### src/bus_seq_defs.vh
`ifndef BUS_SEQ_DEFS_VH
`define BUS_SEQ_DEFS_VH

// ----------------------------------------------------------------
// step kinds
// ----------------------------------------------------------------
`define STEP_FREE      3'h0
`define STEP_FETCH     3'h1
`define STEP_READ      3'h2
`define STEP_WRITE     3'h3
`define STEP_PUSH      3'h4
`define STEP_POP       3'h5
`define STEP_VECTOR    3'h6
`define STEP_WAIT      3'h7

// ----------------------------------------------------------------
// addressing modes
// ----------------------------------------------------------------
`define MODE_INH       4'h0
`define MODE_IMM       4'h1
`define MODE_DIR       4'h2
`define MODE_EXT       4'h3
`define MODE_IX        4'h4
`define MODE_IX1       4'h5
`define INDEX_LONG_OFFSET_MODE          4'h6
`define INDEX_POSTINC_MODE              4'h7
`define INDEX_SHORT_OFFSET_POSTINC_MODE 4'h8
`define STACK_SHORT_OFFSET_MODE         4'h9
`define STACK_LONG_OFFSET_MODE          4'ha
`define MODE_REL       4'hb

// ----------------------------------------------------------------
// constants and reset values
// ----------------------------------------------------------------
`define VECTOR_PAGE    8'hff
`define DIRECT_PAGE    8'h00
`define SP_PREFIX      8'h9e
`define PC_RESET       16'h0000
`define SP_RESET       16'h00ff
`define IX_RESET       16'h0000
`define IMASK_RESET    1'b1

`endif

### src/cpu_bus_cycle_sequencer.v
`timescale 1ns/1ps
`default_nettype none
`include "bus_seq_defs.vh"

module cpu_bus_cycle_sequencer (
   // clock and reset
   input  wire        sys_clk,
   input  wire        resetn,
   // step request
   input  wire        step_valid,
   input  wire [2:0]  step_kind,
   input  wire [3:0]  step_mode,
   input  wire [15:0] step_offset,
   input  wire [7:0]  step_wdata,
   input  wire [7:0]  vector_low,
   // register loads
   input  wire        pc_load,
   input  wire [15:0] pc_value,
   input  wire        index_load,
   input  wire [15:0] index_value,
   input  wire        sp_load,
   input  wire [15:0] sp_value,
   // interrupt pin
   input  wire        irq_pin,
   // opcode decode
   input  wire [7:0]  opcode,
   input  wire        opcode_prefixed,
   output reg  [3:0]  decoded_mode_q,
   output reg  [1:0]  decoded_length_q,
   // system bus
   output reg  [15:0] bus_addr_q,
   output reg         bus_rd_q,
   output reg         bus_wr_q,
   output reg  [7:0]  bus_wdata_q,
   input  wire [7:0]  bus_rdata,
   // status
   output reg         step_ready_q,
   output reg         step_done_q,
   output reg  [7:0]  step_rdata_q,
   output reg  [15:0] vector_q,
   output reg  [15:0] pc_q,
   output reg  [15:0] index_q,
   output reg  [15:0] sp_q,
   output reg         imask_q,
   output reg         halted_q
);

   // ----------------------------------------------------------------
   // states
   // ----------------------------------------------------------------
   localparam [1:0] ST_IDLE   = 2'h0;
   localparam [1:0] ST_VEC_HI = 2'h1;
   localparam [1:0] ST_VEC_LO = 2'h2;
   localparam [1:0] ST_HALT   = 2'h3;

   reg  [1:0]  state_q;
   reg  [1:0]  data_sel_q;
   reg         irq_meta_q;
   reg         irq_sync_q;
   reg  [15:0] ea_d;
   reg         post_inc_d;
   wire [3:0]  dec_mode;
   wire [1:0]  dec_length;

   // ----------------------------------------------------------------
   // opcode decode
   // ----------------------------------------------------------------
   opcode_mode_decoder u_decoder (
      .opcode   (opcode),
      .prefixed (opcode_prefixed),
      .mode     (dec_mode),
      .length   (dec_length)
   );

   // ----------------------------------------------------------------
   // effective address
   // ----------------------------------------------------------------
   always @* begin
      post_inc_d = 1'b0;
      case (step_mode)
         `MODE_DIR:  ea_d = {`DIRECT_PAGE, step_offset[7:0]};
         `MODE_EXT:  ea_d = step_offset;
         `MODE_IX:   ea_d = index_q;
         `MODE_IX1:  ea_d = index_q + {8'h00, step_offset[7:0]};
         `INDEX_LONG_OFFSET_MODE: ea_d = index_q + step_offset;
         `INDEX_POSTINC_MODE: begin
            ea_d       = index_q;
            post_inc_d = 1'b1;
         end
         `INDEX_SHORT_OFFSET_POSTINC_MODE: begin
            ea_d       = index_q + {8'h00, step_offset[7:0]};
            post_inc_d = 1'b1;
         end
         `STACK_SHORT_OFFSET_MODE: ea_d = sp_q + {8'h00, step_offset[7:0]};
         `STACK_LONG_OFFSET_MODE:  ea_d = sp_q + step_offset;
         default:    ea_d = pc_q;
      endcase
   end

   // ----------------------------------------------------------------
   // sequencer
   // ----------------------------------------------------------------
   always @(posedge sys_clk) begin
      if (!resetn) begin
         state_q          <= ST_IDLE;
         data_sel_q       <= 2'h0;
         irq_meta_q       <= 1'b0;
         irq_sync_q       <= 1'b0;
         decoded_mode_q   <= `MODE_INH;
         decoded_length_q <= 2'd1;
         bus_addr_q       <= 16'h0000;
         bus_rd_q         <= 1'b0;
         bus_wr_q         <= 1'b0;
         bus_wdata_q      <= 8'h00;
         step_ready_q     <= 1'b0;
         step_done_q      <= 1'b0;
         step_rdata_q     <= 8'h00;
         vector_q         <= 16'h0000;
         pc_q             <= `PC_RESET;
         index_q          <= `IX_RESET;
         sp_q             <= `SP_RESET;
         imask_q          <= `IMASK_RESET;
         halted_q         <= 1'b0;
      end else begin
         irq_meta_q       <= irq_pin;
         irq_sync_q       <= irq_meta_q;
         decoded_mode_q   <= dec_mode;
         decoded_length_q <= dec_length;
         bus_rd_q         <= 1'b0;
         bus_wr_q         <= 1'b0;
         step_done_q      <= 1'b0;
         data_sel_q       <= 2'h0;
         // read data of the previous bus cycle
         if (data_sel_q == 2'h1) begin
            step_rdata_q <= bus_rdata;
            step_done_q  <= 1'b1;
         end else if (data_sel_q == 2'h2) begin
            vector_q[15:8] <= bus_rdata;
         end else if (data_sel_q == 2'h3) begin
            vector_q[7:0] <= bus_rdata;
            step_done_q   <= 1'b1;
         end
         if (pc_load) begin
            pc_q <= pc_value;
         end
         if (index_load) begin
            index_q <= index_value;
         end
         if (sp_load) begin
            sp_q <= sp_value;
         end
         case (state_q)
            ST_IDLE: begin
               step_ready_q <= 1'b1;
               if (step_valid && step_ready_q) begin
                  case (step_kind)
                     `STEP_FREE: begin
                        bus_addr_q  <= pc_q;
                        bus_rd_q    <= 1'b1;
                        step_done_q <= 1'b1;
                     end
                     `STEP_FETCH: begin
                        bus_addr_q <= pc_q;
                        bus_rd_q   <= 1'b1;
                        data_sel_q <= 2'h1;
                        pc_q       <= pc_q + 16'h0001;
                     end
                     `STEP_READ: begin
                        bus_addr_q <= ea_d;
                        bus_rd_q   <= 1'b1;
                        data_sel_q <= 2'h1;
                        if (post_inc_d) begin
                           index_q <= index_q + 16'h0001;
                        end
                     end
                     `STEP_WRITE: begin
                        bus_addr_q  <= ea_d;
                        bus_wr_q    <= 1'b1;
                        bus_wdata_q <= step_wdata;
                        step_done_q <= 1'b1;
                        if (post_inc_d) begin
                           index_q <= index_q + 16'h0001;
                        end
                     end
                     `STEP_PUSH: begin
                        bus_addr_q  <= sp_q;
                        bus_wr_q    <= 1'b1;
                        bus_wdata_q <= step_wdata;
                        sp_q        <= sp_q - 16'h0001;
                        step_done_q <= 1'b1;
                     end
                     `STEP_POP: begin
                        bus_addr_q <= sp_q + 16'h0001;
                        bus_rd_q   <= 1'b1;
                        sp_q       <= sp_q + 16'h0001;
                        data_sel_q <= 2'h1;
                     end
                     `STEP_VECTOR: begin
                        bus_addr_q   <= {`VECTOR_PAGE, vector_low};
                        bus_rd_q     <= 1'b1;
                        data_sel_q   <= 2'h2;
                        step_ready_q <= 1'b0;
                        state_q      <= ST_VEC_HI;
                     end
                     default: begin
                        imask_q      <= 1'b0;
                        halted_q     <= 1'b1;
                        step_ready_q <= 1'b0;
                        state_q      <= ST_HALT;
                     end
                  endcase
               end
            end
            ST_VEC_HI: begin
               bus_addr_q <= {`VECTOR_PAGE, vector_low + 8'h01};
               bus_rd_q   <= 1'b1;
               data_sel_q <= 2'h3;
               state_q    <= ST_VEC_LO;
            end
            ST_VEC_LO: begin
               step_ready_q <= 1'b1;
               state_q      <= ST_IDLE;
            end
            ST_HALT: begin
               if (irq_sync_q) begin
                  halted_q     <= 1'b0;
                  step_done_q  <= 1'b1;
                  step_ready_q <= 1'b1;
                  state_q      <= ST_IDLE;
               end
            end
            default: begin
               state_q <= ST_IDLE;
            end
         endcase
      end
   end

endmodule
`default_nettype wire

### src/opcode_mode_decoder.v
`timescale 1ns/1ps
`default_nettype none
`include "bus_seq_defs.vh"

module opcode_mode_decoder (
   // opcode in
   input  wire [7:0] opcode,
   input  wire       prefixed,
   // decode out
   output reg  [3:0] mode,
   output reg  [1:0] length
);

   always @* begin
      mode   = `MODE_INH;
      length = 2'd1;
      case (opcode[7:4])
         4'h0, 4'h1: begin
            mode   = `MODE_DIR;
            length = (opcode[7:4] == 4'h0) ? 2'd3 : 2'd2;
         end
         4'h2: begin
            mode   = `MODE_REL;
            length = 2'd2;
         end
         4'h3: begin
            mode   = `MODE_DIR;
            length = 2'd2;
         end
         4'h6: begin
            if (prefixed) begin
               mode = `STACK_SHORT_OFFSET_MODE;
            end else if (opcode == 8'h61) begin
               mode = `INDEX_SHORT_OFFSET_POSTINC_MODE;
            end else begin
               mode = `MODE_IX1;
            end
            length = (opcode == 8'h61) ? 2'd3 : 2'd2;
         end
         4'h7: begin
            mode   = (opcode == 8'h71) ? `INDEX_POSTINC_MODE : `MODE_IX;
            length = (opcode == 8'h71) ? 2'd2 : 2'd1;
         end
         4'h9: begin
            mode   = (opcode[3:0] < 4'h4) ? `MODE_REL : `MODE_INH;
            length = (opcode[3:0] < 4'h4) ? 2'd2 : 2'd1;
         end
         4'ha: begin
            mode   = `MODE_IMM;
            length = 2'd2;
         end
         4'hb: begin
            mode   = `MODE_DIR;
            length = 2'd2;
         end
         4'hc: begin
            mode   = `MODE_EXT;
            length = 2'd3;
         end
         4'hd: begin
            mode   = prefixed ? `STACK_LONG_OFFSET_MODE : `INDEX_LONG_OFFSET_MODE;
            length = 2'd3;
         end
         4'he: begin
            mode   = prefixed ? `STACK_SHORT_OFFSET_MODE : `MODE_IX1;
            length = 2'd2;
         end
         4'hf: begin
            mode   = `MODE_IX;
            length = 2'd1;
         end
         default: begin
            mode   = `MODE_INH;
            length = 2'd1;
         end
      endcase
   end

endmodule
`default_nettype wire

### config.mk
export PLATFORM = sky130hd
export DESIGN_NAME = cpu_bus_cycle_sequencer
export DESIGN_NICKNAME = d
export VERILOG_FILES = /design/src/cpu_bus_cycle_sequencer.v /design/src/opcode_mode_decoder.v
export VERILOG_INCLUDE_DIRS = /design/src /design/src/src
export SDC_FILE = /design/constraint.sdc
export NUM_CORES = 1
export LEC_CHECK = 0
export ABC_AREA = 1
export BUFFER_PORTS_ARGS = -buffer_cell sky130_fd_sc_hd__buf_2
export CAP_MARGIN = 20
export CORE_MARGIN = 2
export CORE_UTILIZATION = 50
export DETAILED_ROUTE_END_ITERATION = 6
export PLACE_DENSITY = 0.78
export SLEW_MARGIN = 25
export SYNTH_ARGS = -nofsm -noshare
export SYNTH_HDL_FRONTEND = slang
export SYNTH_SLANG_ARGS = --single-unit
### constraint.sdc
create_clock -name sys_clk -period 2.3 [get_ports sys_clk]
set_input_delay 0.115 -clock sys_clk [delete_from_list [all_inputs] [get_ports sys_clk]]
set_output_delay 0.115 -clock sys_clk [all_outputs]
set_load 0.1 [all_outputs]
==> results.yml <==
sta:
  fin_crit_sh_pct: 99.5
  setup_violations: 0
  grt_setup_unrepaired: "yes"
  slew_viol_final: 0
  hold_viol: 0
  fin_skew_ns: 0.0137
  slew-limit-headroom_pct: 55.9
  min_period_ns: 2.29
  worst_slew_pin_slew_ns: 0.660
  clock.fmax_mhz: 437
  setup_ws_ns: 0.0104
floorplan:
  core_um2: 18000
  placementRows: 49
  die_w_um: 139
  ioPinCount: 219
  die_h_um: 139
  start_util_pct: 50.9
  die-area_um2: 19400
setup_path:
  start_kind: "flop"
  cp.required_ns: 2.62
  reg2reg_slack_ns: 0.01
  path_class: "reg -> reg"
  r2r_start: "index_q[0]"
  path_max_fanout: 4
  arrival_ns: 2.61
  regToRegEndpoint: "bus_addr_q[14]"
  crit_start: "index_q[0]"
  critPathCapture: "bus_addr_q[14]"
  r2r_cells: 20
  worstSetupEndpointType: "flop"
placement:
  gp_congestion: 1.05
  post-place-ws_ns: -0.354
  dp_cells: 2027
  post_dp_cell_area_um2: 11300
  dp_hpwl_um: 26000
  io_buffer_count: 218
cts:
  cts_tree: "built"
  clk_pin_slew_ns: 0.06
  cts_buffers: 17
  cts_root_buf: "clkbuf_16"
  cts.sinks: 114
  htreeDepth: 4
  clockBufferDepth: 2
  insertion_delay_ns: 0.43
logic_synthesis:
  netlist_instances: 1518
  synth_seq_cells: 114
  ys_seq_area_share_pct: 24.9
  synth_cell_types: 56
  synth.avg_cell_area_um2: 6.03
  synth_common_cells: "nand2_1 (353), inv_1 (181), nor2_1 (174)"
  synth.cell_area_um2: 9150
  netlist.area_leader.share_pct: 24.9
  synth.area.top_cells: "dfxtp_1 (25%), nand2_1 (14%), o21ai_0 (9.0%)"
  synth_edf_count: 0
  synth_top_cell_by_area: "dfxtp_1"
  yosysWarnings: 0
  synth_nets: 1669
  async_flop_share_pct: 0
  synth_most_common_cell: "nand2_1"
  ys.flop_type: "dfxtp_1"
global_routing:
  grt_max_degree: 37
  grt_use_total_pct: 34.2
  antenna_found_initial: 0
  grt_pass1_vias: 10900
  grt_pass1_wl_um: 54000
  grt_overflow_total: 0
drt:
  route.detailed.drc: 0
  drt.antenna.violating_nets: 0
  wl_per_cell_um: 16.5
  via_per_inst: 5.69
  vias: 11900
  drtIter0Drc: 1043
  dr.pass1.iters: 7
  drt-total-wl_um: 34600
layout:
  design_area_um2: 12400
  antenna_cells: 0
  layout-drive-gt1-share_pct: 28.3
  final_nets: 2006
  syn2layout_area_growth_pct: 36.0
  final_cells: 2097
  n_fill_cell: 1586
pwr:
  p_per_area_nw_per_um2: 808
  ir_drop_mv: 0.853
  leakage_nw: 6.22
job:
  max_cap_violations: 0
worst_hold_path:
  min_path_type: "in -> reg"
outcome:
  outcome: "finished, final reports clean"
-- area by class of cell --
type                    count  area [um2]  share of cell area (%)
clock buffers              17         425                    3.42
clock inverters            15         159                    1.28
inverters                 191         752                    6.05
multi-input cells        1156        6090                    48.9
flip-flops and latches    114        2370                    19.1
well taps                 229         287                    2.30
repair buffers            375        2350                    18.9
-- where the power goes --
group          total, mW  internal (mW)  leakage [nW]  switching (mW)
registers           2.51           2.28         0.949           0.229
clock network       2.68           1.54         0.288            1.14
logic               4.86           1.20          4.98            3.65
-- through the flow --
step / hold slack [ns] / total power [mW] / utilization [%] / setup TNS, ns
floorplan: 0.213 / 6.04 / - / -0.398
global placement: 0.304 / 7.13 / 62.9 / -3.04
detailed placement: 0.311 / 7.19 / 62.9 / -3.92
CTS: 0.000346 / 9.91 / 67.7 / 0
global route: 0.0276 / 10.5 / 69.2 / -0.970
finish: 0.0129 / 10.0 / 69.2 / 0
-- worst max-delay path: stages, from the launching register on --
cell     delay (ns)
dfxtp_4        0.36
buf_6          0.09
nand2_2        0.05
o21ai_2        0.05
ha_2           0.19
inv_2          0.04
fa_2           0.35
inv_2          0.07
nand3_2        0.06
nand2_2        0.09
nand2_2        0.07
nand2_2        0.09
nand2_4        0.07
o21ai_2        0.13
nand2_1        0.06
nand2_1        0.07
nand3_1        0.07
nand2_1        0.08
nand3_1        0.06
nand2_1        0.07
inv_1          0.03
-- worst min path at each step --
stage | slack [ns] | depth (start not counted) | start | end
after CTS | 0.0003 | 3 | pc_value[11] | pc_q[11]
after detailed placement | 0.31 | 3 | irq_pin | irq_meta_q
after global routing | 0.03 | 3 | sp_value[9] | sp_q[9]
final | 0.01 | 3 | pc_value[11] | pc_q[11]
after floorplan | 0.21 | 2 | irq_pin | irq_meta_q
after global placement | 0.30 | 3 | irq_pin | irq_meta_q
-- repair_timing --
| item | CTS | global route |
|---|---|---|
| resized for setup | 7 | 75 |
| buffers inserted | 3 | 12 |
| endpoints found under the setup margin | 4 | 19 |
| pin swaps | 9 | 38 |
| hold buffers | 23 | 0 |
| hold endpoints to repair | 36 | 0 |
-- registers in the layout, indices dropped and copies added (netlist names), 2 cells and up --
register          flops
bus_wdata_q           8
index_q              16
sp_q                 16
vector_q             16
state_q               2
pc_q                 16
bus_addr_q           16
step_rdata_q          8
data_sel_q            2
decoded_mode_q        4
decoded_length_q      2
-- placed cells by master, fill, tap and decap left out, types with 18 or more instances in the layout --
cell,netlist,routed
dfxtp_2,0,19
dlygate4sd3_1,0,23
dfxtp_4,0,18
dfxtp_1,114,77
o21ai_0,164,144
nand2_1,353,338
nand4_1,22,22
a21oi_1,130,122
ha_1,38,36
nand3_1,109,97
nor2_1,174,170
buf_2,10,217
inv_1,181,169
buf_4,3,130
nand2_2,8,21
-- cells by family after synthesis --
kind of cell	count (synthesis)	share of synthesized area, %
flops	114	24.9
xor+xnor	12	1.15
buf+inv	248	10.9
simple gates	722	33.9
compound gates	382	23.4
fa+ha+maj	40	5.64
-- layer usage --
layer	share of wire, %	wire, um	vias up	global-route usage (%)
li1	-	-	5758	-
met1	39	13600	5416	42.3
met2	47	16200	650	56.6
met4	4.5	1550	0	15.9
met5	0	0	-	0
met3	9.6	3330	117	7.98
Note: power is estimated with default switching activity, not from simulation.
